**src/rtl/fetch_pkg.sv**
```systemverilog
// constants and types shared by the code fetch front end
// Operation
// - machine cycle lasts four clocks
// - classic opcodes kept, one third of timing
// - queue fetches ahead whenever bus idle
// - only needed code bytes, no dummy fetches
// - queue holds at most six bytes
// - four entries compared in parallel on branch
// - each entry stores up to six bytes
// - hit moves six bytes into queue at once; here the queue count is the entry's hit_count, up to six
// - queue and store enabled after reset
// - fetches insert bus_timing_control wait states
// - low voltage variant uses five wait states
// - same waits for code and data unless split
// - queued instruction bytes handed over together
// - execution stalls until needed bytes present
package fetch_pkg;
    localparam int          CLKS_PER_MCYCLE = 4;
    localparam int          QUEUE_DEPTH     = 6;
    localparam int          STORE_ENTRIES   = 4;
    localparam int          ADDR_W          = 16;
    localparam logic [3:0]  WAIT_5V         = 4'h4;
    localparam logic [3:0]  WAIT_3V3        = 4'h5;
    localparam logic [ADDR_W-1:0] RESET_PC  = 16'h0000;
    // bus_timing_control layout
    localparam int          BTC_CODE_WAIT_LSB = 0;
    localparam int          BTC_DATA_WAIT_LSB = 4;
    localparam int          BTC_SPLIT_BIT     = 8;
    localparam int          BTC_QUEUE_EN_BIT  = 9;
    localparam int          BTC_W             = 10;
    localparam logic [BTC_W-1:0] BTC_RESET_5V  = 10'h244;
    localparam logic [BTC_W-1:0] BTC_RESET_3V3 = 10'h255;

    typedef enum logic [2:0] {
        BUS_IDLE = 3'b001,
        BUS_WAIT = 3'b010,
        BUS_DONE = 3'b100
    } bus_state_t;
endpackage

```
**src/rtl/code_prefetch_queue_branch_cache.sv**
```systemverilog
// code lookahead queue with branch target store, feeding the execution unit
module code_prefetch_queue_branch_cache
    import fetch_pkg::*;
#(
    parameter int DEPTH   = QUEUE_DEPTH,
    parameter int ENTRIES = STORE_ENTRIES
) (
    // clocking
    input  wire logic                  clk,
    input  wire logic                  rst,
    input  wire logic                  clk_en,
    // configuration
    input  wire logic                  low_voltage,
    input  wire logic                  btc_we,
    input  wire logic [BTC_W-1:0]      btc_wdata,
    output logic [BTC_W-1:0]           bus_timing_control,
    // execution unit
    input  wire logic                  exec_take,
    input  wire logic [1:0]            exec_len,
    input  wire logic                  exec_branch,
    input  wire logic [ADDR_W-1:0]     exec_target,
    input  wire logic                  data_req,
    output logic                       exec_ready,
    output logic [23:0]                exec_bytes,
    output logic                       mcycle_strobe,
    output logic                       data_done,
    // program memory bus
    output logic                       mem_rd,
    output logic [ADDR_W-1:0]          mem_addr,
    output logic                       mem_data_cycle,
    input  wire logic [7:0]            mem_rdata
);
    localparam int CW = $clog2(DEPTH + 1);

    logic [BTC_W-1:0]  btc_reg;
    logic              low_voltage_meta_reg;
    logic              low_voltage_reg;
    logic [1:0]        phase_reg;
    logic [7:0]        q_reg [DEPTH];
    logic [CW-1:0]     cnt_reg;
    logic [ADDR_W-1:0] fetch_pc_reg;
    bus_state_t        bus_reg;
    logic [3:0]        wait_reg;
    logic              is_data_reg;
    logic              stale_reg;
    logic              exec_ready_reg;
    logic [23:0]       exec_bytes_reg;
    logic              mcycle_reg;
    logic              data_done_reg;
    logic              mem_rd_reg;
    logic [ADDR_W-1:0] mem_addr_reg;
    logic              mem_dc_reg;
    logic              fill_active_reg;

    logic              queue_on;
    logic              cycle_end;
    logic              take_now;
    logic              branch_now;
    logic              hit;
    logic [DEPTH*8-1:0] hit_bytes;
    logic [3:0]        hit_count;
    logic              byte_in;
    logic [3:0]        code_wait;
    logic [3:0]        data_wait;

    assign queue_on   = btc_reg[BTC_QUEUE_EN_BIT];
    assign cycle_end  = (phase_reg == 2'(CLKS_PER_MCYCLE - 1));
    assign take_now   = cycle_end && exec_take && (CW'(exec_len) <= cnt_reg) && !exec_branch;
    assign branch_now = cycle_end && exec_branch;
    assign byte_in    = (bus_reg == BUS_DONE) && !is_data_reg && !stale_reg;
    assign code_wait  = btc_reg[BTC_CODE_WAIT_LSB +: 4];
    assign data_wait  = btc_reg[BTC_SPLIT_BIT] ? btc_reg[BTC_DATA_WAIT_LSB +: 4] : code_wait;

    // strap is a pin not timed to clk, so it passes two flops first; the queue is on by default
    always_ff @(posedge clk or posedge rst) begin
        if (rst) begin
            low_voltage_meta_reg <= 1'b0;
            low_voltage_reg      <= 1'b0;
            btc_reg              <= BTC_RESET_5V;
        end else if (clk_en) begin
            low_voltage_meta_reg <= low_voltage;
            low_voltage_reg      <= low_voltage_meta_reg;
            if (btc_we) begin
                btc_reg <= btc_wdata;
            end else if (low_voltage_reg && btc_reg == BTC_RESET_5V) begin
                btc_reg <= BTC_RESET_3V3;
            end
        end
    end

    // machine cycle phase counter
    always_ff @(posedge clk or posedge rst) begin
        if (rst) begin
            phase_reg  <= 2'd0;
            mcycle_reg <= 1'b0;
        end else if (clk_en) begin
            phase_reg  <= cycle_end ? 2'd0 : phase_reg + 2'd1;
            mcycle_reg <= cycle_end;
        end
    end

    // program memory bus with wait states
    always_ff @(posedge clk or posedge rst) begin
        if (rst) begin
            bus_reg       <= BUS_IDLE;
            wait_reg      <= 4'h0;
            is_data_reg   <= 1'b0;
            stale_reg     <= 1'b0;
            mem_rd_reg    <= 1'b0;
            mem_addr_reg  <= RESET_PC;
            mem_dc_reg    <= 1'b0;
            data_done_reg <= 1'b0;
        end else if (clk_en) begin
            data_done_reg <= 1'b0;
            if (branch_now && bus_reg != BUS_IDLE) begin
                stale_reg <= 1'b1;
            end
            unique case (bus_reg)
                BUS_IDLE: begin
                    stale_reg <= 1'b0;
                    if (data_req) begin
                        bus_reg     <= BUS_WAIT;
                        is_data_reg <= 1'b1;
                        mem_dc_reg  <= 1'b1;
                        mem_rd_reg  <= 1'b1;
                        wait_reg    <= data_wait;
                    // only fetch while room remains; disabled mode asks for a single byte
                    end else if (!branch_now && ((queue_on && cnt_reg < CW'(DEPTH))
                                 || (!queue_on && cnt_reg == '0))) begin
                        bus_reg      <= BUS_WAIT;
                        is_data_reg  <= 1'b0;
                        mem_dc_reg   <= 1'b0;
                        mem_rd_reg   <= 1'b1;
                        mem_addr_reg <= fetch_pc_reg;
                        wait_reg     <= code_wait;
                    end
                end
                BUS_WAIT: begin
                    if (wait_reg == 4'h0) begin
                        bus_reg    <= BUS_DONE;
                        mem_rd_reg <= 1'b0;
                    end else begin
                        wait_reg <= wait_reg - 4'h1;
                    end
                end
                BUS_DONE: begin
                    bus_reg       <= BUS_IDLE;
                    mem_dc_reg    <= 1'b0;
                    data_done_reg <= is_data_reg;
                end
            endcase
        end
    end

    // queue contents, fetch pointer and hand over to execution
    always_ff @(posedge clk or posedge rst) begin
        if (rst) begin
            cnt_reg         <= '0;
            fetch_pc_reg    <= RESET_PC;
            exec_ready_reg  <= 1'b0;
            exec_bytes_reg  <= 24'h000000;
            fill_active_reg <= 1'b0;
            for (int i = 0; i < DEPTH; i++) begin
                q_reg[i] <= 8'h00;
            end
        end else if (clk_en) begin
            exec_ready_reg <= (CW'(exec_len) <= cnt_reg) && (cnt_reg != '0);
            if (branch_now) begin
                if (queue_on && hit) begin
                    for (int i = 0; i < DEPTH; i++) begin
                        q_reg[i] <= hit_bytes[i*8 +: 8];
                    end
                    cnt_reg         <= CW'(hit_count);
                    fetch_pc_reg    <= exec_target + ADDR_W'(hit_count);
                    fill_active_reg <= 1'b0;
                end else begin
                    cnt_reg         <= '0;
                    fetch_pc_reg    <= exec_target;
                    fill_active_reg <= queue_on;
                end
            end else begin
                logic [CW-1:0] base;
                base = cnt_reg;
                if (take_now) begin
                    exec_bytes_reg <= {q_reg[2], q_reg[1], q_reg[0]};
                    for (int i = 0; i < DEPTH; i++) begin
                        q_reg[i] <= (i + int'(exec_len) < DEPTH) ? q_reg[i + int'(exec_len)] : 8'h00;
                    end
                    base = cnt_reg - CW'(exec_len);
                end
                if (byte_in) begin
                    q_reg[base]  <= mem_rdata;
                    fetch_pc_reg <= fetch_pc_reg + 16'h0001;
                    base         = base + 1'b1;
                end
                cnt_reg <= base;
                if (byte_in && fill_active_reg && base == CW'(DEPTH)) begin
                    fill_active_reg <= 1'b0;
                end
            end
        end
    end

    branch_target_store #(
        .ENTRIES (ENTRIES),
        .BYTES   (DEPTH)
    ) u_store (
        .clk        (clk),
        .rst        (rst),
        .clk_en     (clk_en),
        .look_addr  (exec_target),
        .hit        (hit),
        .hit_bytes  (hit_bytes),
        .hit_count  (hit_count),
        .alloc      (branch_now && queue_on && !hit),
        .alloc_addr (exec_target),
        .fill_we    (byte_in && fill_active_reg && queue_on),
        .fill_byte  (mem_rdata)
    );

    assign bus_timing_control = btc_reg;
    assign exec_ready         = exec_ready_reg;
    assign exec_bytes         = exec_bytes_reg;
    assign mcycle_strobe      = mcycle_reg;
    assign data_done          = data_done_reg;
    assign mem_rd             = mem_rd_reg;
    assign mem_addr           = mem_addr_reg;
    assign mem_data_cycle     = mem_dc_reg;
endmodule

```
**src/rtl/branch_target_store.sv**
```systemverilog
// four-entry fully associative store of branch destination code bytes
module branch_target_store
    import fetch_pkg::*;
#(
    parameter int ENTRIES = STORE_ENTRIES,
    parameter int BYTES   = QUEUE_DEPTH
) (
    // clocking
    input  wire logic                  clk,
    input  wire logic                  rst,
    input  wire logic                  clk_en,
    // lookup
    input  wire logic [ADDR_W-1:0]     look_addr,
    output logic                       hit,
    output logic [BYTES*8-1:0]         hit_bytes,
    output logic [3:0]                 hit_count,
    // fill of the newest entry
    input  wire logic                  alloc,
    input  wire logic [ADDR_W-1:0]     alloc_addr,
    input  wire logic                  fill_we,
    input  wire logic [7:0]            fill_byte
);
    localparam int IW = (ENTRIES > 1) ? $clog2(ENTRIES) : 1;

    logic [ADDR_W-1:0]  tag_reg   [ENTRIES];
    logic               valid_reg [ENTRIES];
    logic [3:0]         cnt_reg   [ENTRIES];
    logic [7:0]         data_reg  [ENTRIES][BYTES];
    logic [IW-1:0]      oldest_reg;
    logic [IW-1:0]      fill_reg;
    logic [ENTRIES-1:0] match;

    genvar g;
    generate
        for (g = 0; g < ENTRIES; g++) begin : g_cmp
            assign match[g] = valid_reg[g] && (tag_reg[g] == look_addr) && (cnt_reg[g] != 4'h0);
        end
    endgenerate

    always_comb begin
        hit       = |match;
        hit_bytes = '0;
        hit_count = 4'h0;
        for (int e = 0; e < ENTRIES; e++) begin
            if (match[e]) begin
                hit_count = cnt_reg[e];
                for (int b = 0; b < BYTES; b++) begin
                    hit_bytes[b*8 +: 8] = data_reg[e][b];
                end
            end
        end
    end

    // round robin on allocation, so the victim is always the oldest entry
    always_ff @(posedge clk or posedge rst) begin
        if (rst) begin
            oldest_reg <= '0;
            fill_reg   <= '0;
            for (int e = 0; e < ENTRIES; e++) begin
                valid_reg[e] <= 1'b0;
                tag_reg[e]   <= '0;
                cnt_reg[e]   <= 4'h0;
                for (int b = 0; b < BYTES; b++) begin
                    data_reg[e][b] <= 8'h00;
                end
            end
        end else if (clk_en) begin
            if (alloc) begin
                valid_reg[oldest_reg] <= 1'b1;
                tag_reg[oldest_reg]   <= alloc_addr;
                cnt_reg[oldest_reg]   <= 4'h0;
                fill_reg              <= oldest_reg;
                oldest_reg            <= (oldest_reg == IW'(ENTRIES - 1)) ? '0 : oldest_reg + 1'b1;
            end else if (fill_we && (cnt_reg[fill_reg] < 4'(BYTES))) begin
                data_reg[fill_reg][cnt_reg[fill_reg][2:0]] <= fill_byte;
                cnt_reg[fill_reg] <= cnt_reg[fill_reg] + 4'h1;
            end
        end
    end
endmodule

```
**config.mk**
```make
export PLATFORM = sky130hd
export DESIGN_NAME = code_prefetch_queue_branch_cache
export DESIGN_NICKNAME = d
export VERILOG_FILES = /design/src/rtl/fetch_pkg.sv /design/src/rtl/code_prefetch_queue_branch_cache.sv /design/src/rtl/branch_target_store.sv
export SDC_FILE = /design/constraint.sdc
export NUM_CORES = 1
export LEC_CHECK = 0
export BUFFER_PORTS_ARGS = -buffer_cell sky130_fd_sc_hd__buf_4
export CAP_MARGIN = 15
export CORE_MARGIN = 2
export CORE_UTILIZATION = 65
export CTS_BUF_LIST = sky130_fd_sc_hd__clkbuf_2
export DETAILED_ROUTE_END_ITERATION = 12
export PLACE_DENSITY = 0.84
export SETUP_SLACK_MARGIN = 0.02
export SYNTH_ARGS = -nofsm -noshare
export SYNTH_HDL_FRONTEND = slang
export SYNTH_HIERARCHICAL = 1
export SYNTH_SLANG_ARGS = --single-unit
```
**constraint.sdc**
```tcl
create_clock -name clk -period 17.6 [get_ports clk]
set_clock_uncertainty 0.05 [all_clocks]
set_input_delay 1.76 -clock clk [delete_from_list [all_inputs] [get_ports clk]]
set_output_delay 1.76 -clock clk [all_outputs]
set_load 0.05 [all_outputs]
```
Word level (Yosys, flattened, before mapping)
Index checks and enable logic that the tools add are counted.
- logic and storage cells: 297
- input port bits: 44
- bits in registers: 416
- bitwise operators: 16
- equality and inequality tests: 16
- add/subtract/negate cells: 13
- magnitude comparators: 23
- muxes and demuxes: 98
- reductions and logical operators: 69
- operator list (kind ; count):
    $mux 48 ; 11
    $bwmux 192 ; 1
    $ge 32x4->1 const B ; 6
    $lt 32x4->1 const B ; 5
    $mux 8 ; 20
    $bmux 8 s3 ; 6
    $demux 48 s2 ; 1
    $mux 16 ; 6
    $not 3->32 ; 3
    $bwmux 64 ; 1
    $eq 16x16->1 ; 4
    $not 4->32 ; 2
    $bwmux 48 ; 1
    $demux 8 s3 ; 2
    $mux 4 ; 12
    $mux 3 ; 11
    $demux 16 s2 ; 1
    $not 2->32 ; 1
    $logic_and 1x1->1 ; 31
    $mux 10 ; 2
    $add 16x1->16 const B ; 1
    $add 16x4->16 ; 1
    $and 16x16->16 ; 1
    $bwmux 16 ; 1
    other kinds (49) ; 104

Longest topological paths before layout
- word-level depth: 15
- mapped depth: 18
- gate-level depth less buffers: 15

Modules after synthesis
Netlist, hierarchy kept.
- by module, submodules not included (module ; seq. area each (µm²) ; times used ; cells an instance ; area an instance (µm²)):
    branch_target_store ; 7006.7 ; 1 ; 1073 ; 13101.3
    code_prefetch_queue_branch_cache ; 3408.3 ; 1 ; 978 ; 9171.3

Least setup slack after synthesis
OpenSTA, ideal clock, no wires.
- path kind: input port to flip-flop
- start: input exec_target[1]
- end: register fetch_pc_reg[10]
- setup slack: 12492 ps
- stages: 18
- library setup time: 104 ps
- arrival time: 4955 ps
- buffers on the path: 3
- path through: clkbuf_1 -> xnor2_1 -> nand4_1 -> nor3_1 -> and4_1 -> clkbuf_1 -> clkbuf_1 -> nand2_1 -> a32oi_1 -> ha_1 -> inv_1 -> fa_1 -> nor2b_1 -> o21ai_0 -> a21oi_1 -> nand3_1 -> xor2_1 -> a221oi_1
- word-level cells in the longest chain between the ends: 10
- ends and longest elaborated chain (what ; line ; source):
    start: declaration ; code_prefetch_queue_branch_cache.sv:21 ; input wire logic [ADDR_W-1:0] exec_target,
    $eq 16x16->1 ; branch_target_store.sv:36 ; assign match[g] = valid_reg[g] && (tag_reg[g] == look_addr) && (cnt_reg[g] != 4'h0);
    $logic_and 1x1->1 (2 in a row) ; branch_target_store.sv:36 ;
    $mux 4 (3 in a row) ; branch_target_store.sv:45 ; if (match[e]) begin
    $mux 4 * ; branch_target_store.sv:45 ;
    via hit_count[0] ; code_prefetch_queue_branch_cache.sv:61 ; logic [3:0] hit_count;
    $add 16x4->16 * ; code_prefetch_queue_branch_cache.sv:174 ; fetch_pc_reg <= exec_target + ADDR_W'(hit_count);
    $mux 16 * ; code_prefetch_queue_branch_cache.sv:169 ; if (queue_on && hit) begin
    $mux 16 * ; code_prefetch_queue_branch_cache.sv:168 ; if (branch_now) begin
    end signal: assignment ; code_prefetch_queue_branch_cache.sv:174 ;
    end signal: assignment ; code_prefetch_queue_branch_cache.sv:178 ; fetch_pc_reg <= exec_target;
    end signal: assignment ; code_prefetch_queue_branch_cache.sv:193 ; fetch_pc_reg <= fetch_pc_reg + 16'h0001;
    end: declaration ; code_prefetch_queue_branch_cache.sv:41 ; logic [ADDR_W-1:0] fetch_pc_reg;
Mark *: on every way through the listed nets, which the timed path passes. The rest lies on a longest branch.
A chain may end at the register's enable or synchronous reset.

Worst setup path in the final report
- start: input exec_target[8]
- end: register fetch_pc_reg[12]
Same word-level chain as after synthesis.

==> results_dict.tcl <==
set metrics [dict create \
    status "finished clean" \
    timing.critical_path.buf_inv 4 \
    post_cts_resized 0 \
    grt_max_degree 120 \
    p_comb_frac 0.314 \
    largest_reg_flops 192 \
    num-fill-cells 2395 \
    grt_pass1_wl_mm 94.9 \
    cts_setup_buffers 0 \
    power.density_mw_per_mm2 118 \
    hold_path_class "reg -> reg" \
    drc 0 \
    peakVddDrop_mv 0.0831 \
    setup_viol 0 \
    async_flop_share 1.00 \
    setup_tns_ns 0 \
    cts_hold_repair.buffers 0 \
    start_kind "input port" \
    dp_cells 2475 \
    seq_area_frac_synth 0.468 \
    timing.final.crit_share 0.309 \
    yosysTopAreaCellShare 0.463 \
    cts_tree "yes" \
    drtIter0Drc 2087 \
    coreArea_mm2 0.0336 \
    clock-root-buffer "clkbuf_2" \
    cap_violations 0 \
    path_max_fanout 53 \
    cp-end-kind "register" \
    yosys.area.top_type "dfrtp_1" \
    yosys_warnings 6 \
    synth.area.top_cells "dfrtp_1 (46%), mux2_2 (16%), nand2_1 (3.6%), o21ai_0 (2.5%), xnor2_1 (2.2%)" \
    grt.total_usage 0.334 \
    design_area_mm2 0.0240 \
    synthCells 2051 \
    start_util 0.663 \
    path_delay_family "compound AO/OA/AOI/OAI gates" \
    synth.avg_cell_area_um2 10.9 \
    wire_per_inst_um 22.3 \
    insertion_delay_ns 1.00 \
    drv_slew 0 \
    path_class "in -> reg" \
    gp_congestion 0.923 \
    grt_pass1_vias 17700 \
    dieArea_mm2 0.0358 \
    fp-row-count 67 \
    cp_data_required_time_ns 18.45 \
    final_cells 2648 \
    synth.most_common_cell "dfrtp_1" \
    synth_common_cells "dfrtp_1 (412), mux2_2 (311), nand2_1 (211)" \
    final-hold-violation-count 0 \
    dp_hpwl_mm 38.1 \
    wl_mm 59.0 \
    areaGrowthSynthToFinish_pct 7.81 \
    fp.dieH_um 189 \
    fmax_mhz 184 \
    r2r_slack_ns 12.63 \
    p_seq_frac 0.467 \
    ioPinCount 99 \
    ctsLongestPathBuffers 3 \
    p_int_uw 1740 \
    clock_sinks 416 \
    path_cells "buf_4 -> xor2_1 -> nor4_1 -> and4_2 -> buf_4 -> a21oi_4 -> buf_4 -> a32oi_1 -> ha_1 -> inv_1 -> fa_1 -> nor2b_1 -> o21ai_0 -> a211oi_1 -> xor2_1 -> o22ai_1 -> a21oi_1" \
    postPlaceCellArea_mm2 0.0231 \
    numCtsBuffers 103 \
    antenna_found_initial 6 \
    multi_input_area_mm2 0.0112 \
    regArea_mm2 0.0104 \
    drive_gt1_frac 0.299 \
    syn-num-nets 2116 \
    finalNetCount 2198 \
    synthFlopType "dfrtp_1" \
    slowest_stage "buf_4" \
    viasPerCell 6.72 \
    die_w_um 189 \
    swShare 0.388 \
    worstPathArrival_ns 6.29 \
    rsz0062_at_grt "false" \
    clockPowerShare 0.220 \
    path_clk_slew_ns 0.09 \
    firstDrtPassIters 8 \
    min_period_ns 5.45 \
    p_leak_uw 0.0111 \
    cp_common_cell "buf_4" \
    antenna_left 0 \
    netlist_area_mm2 0.0223 \
    synth-seq-cells 416 \
    synth_edf_count 0 \
    yosysUniqueCellTypes 94 \
    num_vias 17800 \
    gr-total-overflow 0 \
    portBuffers 98 \
    p_sw_uw 1100 \
    max_stage_delay_ns 0.53 \
    relSlewSlack 0.288 \
    worstMarginPinSlew_ns 1.07 \
    htreeDepth 3 \
]
[worst register-to-register path: stages, from the launching register on]
cell and delay, ns:
dfrtp_1 0.46, or4_1 0.56, and4_2 0.24, buf_4 0.31, a21oi_4 0.28, buf_4 0.57
nand2_1 0.23, or3_1 0.47, inv_1 0.31, nor2_1 0.13, and4_1 0.36, nand2_1 0.47
mux2_2 0.40
[power by group through the flow]
stage                     Clock [uW]  Sequential (uW)  Combinational [uW]
final                            623             1320                 890
after global routing             685             1350                 962
after CTS                        635             1320                 883
after detailed placement           0             1340                 879
after global placement             0             1320                 852
after floorplan                    0             1390                 566
[area by class of cell]
cell class | instances | share of cell area
multi-input combinational | 1460 | 0.464
sequential | 416 | 0.434
timing repair buffer | 117 | 0.0366
clock buffer | 151 | 0.0315
tap | 448 | 0.0233
inverter | 35 | 0.00610
clock inverter | 19 | 0.00422
antenna | 2 | 0.000208
[routing by layer]
layer  global-route usage  up-vias  wire length [um]
met2                0.522     1023             27200
li1                     -     7813                 -
met3               0.0782      167              5930
met5                    0        -                13
met4                0.124        2              1660
met1                0.458     8792             24200
[cells in the final DEF, fill, tap and decap left out, drive strengths merged, types with 19 or more instances in the layout]
| cell type | synthesis | final |
|---|---|---|
| mux2 | 320 | 320 |
| ha | 19 | 19 |
| a32oi | 55 | 55 |
| o211ai | 28 | 28 |
| nor2 | 50 | 50 |
| o22ai | 20 | 20 |
| mux2i | 34 | 34 |
| a21oi | 87 | 87 |
| nand3 | 100 | 100 |
| buf | 37 | 116 |
| xnor2 | 56 | 56 |
| xor2 | 23 | 23 |
| clkbuf | 103 | 152 |
| nand2b | 21 | 21 |
| nor3 | 28 | 28 |
| nand4 | 21 | 21 |
| nand2 | 213 | 213 |
| inv | 34 | 35 |
| and3 | 43 | 43 |
| a22o | 24 | 24 |
| dfrtp | 412 | 412 |
| o21ai | 118 | 118 |
[kinds of logic (layout without fill, tap and decap cells)]
family	count (synthesis)	after routing	synth area share
buf+inv	175	322	0.0336
xor+xnor	79	79	0.0311
compound gates	457	457	0.142
mux	366	366	0.190
fa+ha+maj	21	21	0.0125
simple gates	537	537	0.123
flops	416	416	0.468
other cells	0	2	0
[stage by stage]
step / util / total power [uW] / setup slack (ns) / hold slack, ns
after global routing: 0.714 / 2990 / 12.03 / 0.457
after global placement: 0.688 / 2170 / 11.52 / 0.397
after CTS: 0.714 / 2830 / 12.39 / 0.434
final: 0.714 / 2840 / 12.15 / 0.435
after floorplan: - / 1950 / 8.07 / 0.375
after detailed placement: 0.688 / 2210 / 11.33 / 0.410
[final timing paths]
path | from | endpoint | cells past startpoint
worst max-delay path | exec_target[8] | fetch_pc_reg[12]$_DFFE_PP0P_ | 17
worst min-delay path | u_store/valid_reg[1]$_DFFE_PP0P_ | u_store/valid_reg[1]$_DFFE_PP0P_ | 1
worst max register to register | u_store/cnt_reg[0]$_DFFE_PP0P_ | u_store/data_reg[125]$_DFFE_PP0P_ | 12
worst min register to register | u_store/valid_reg[1]$_DFFE_PP0P_ | u_store/valid_reg[1]$_DFFE_PP0P_ | 1
max in group asynchronous | rst | u_store/data_reg[113]$_DFFE_PP0P_ | 4
min in group asynchronous | rst | mem_addr[11]$_DFFE_PP0P_ | 2
Power figures use the tool's default switching activity.
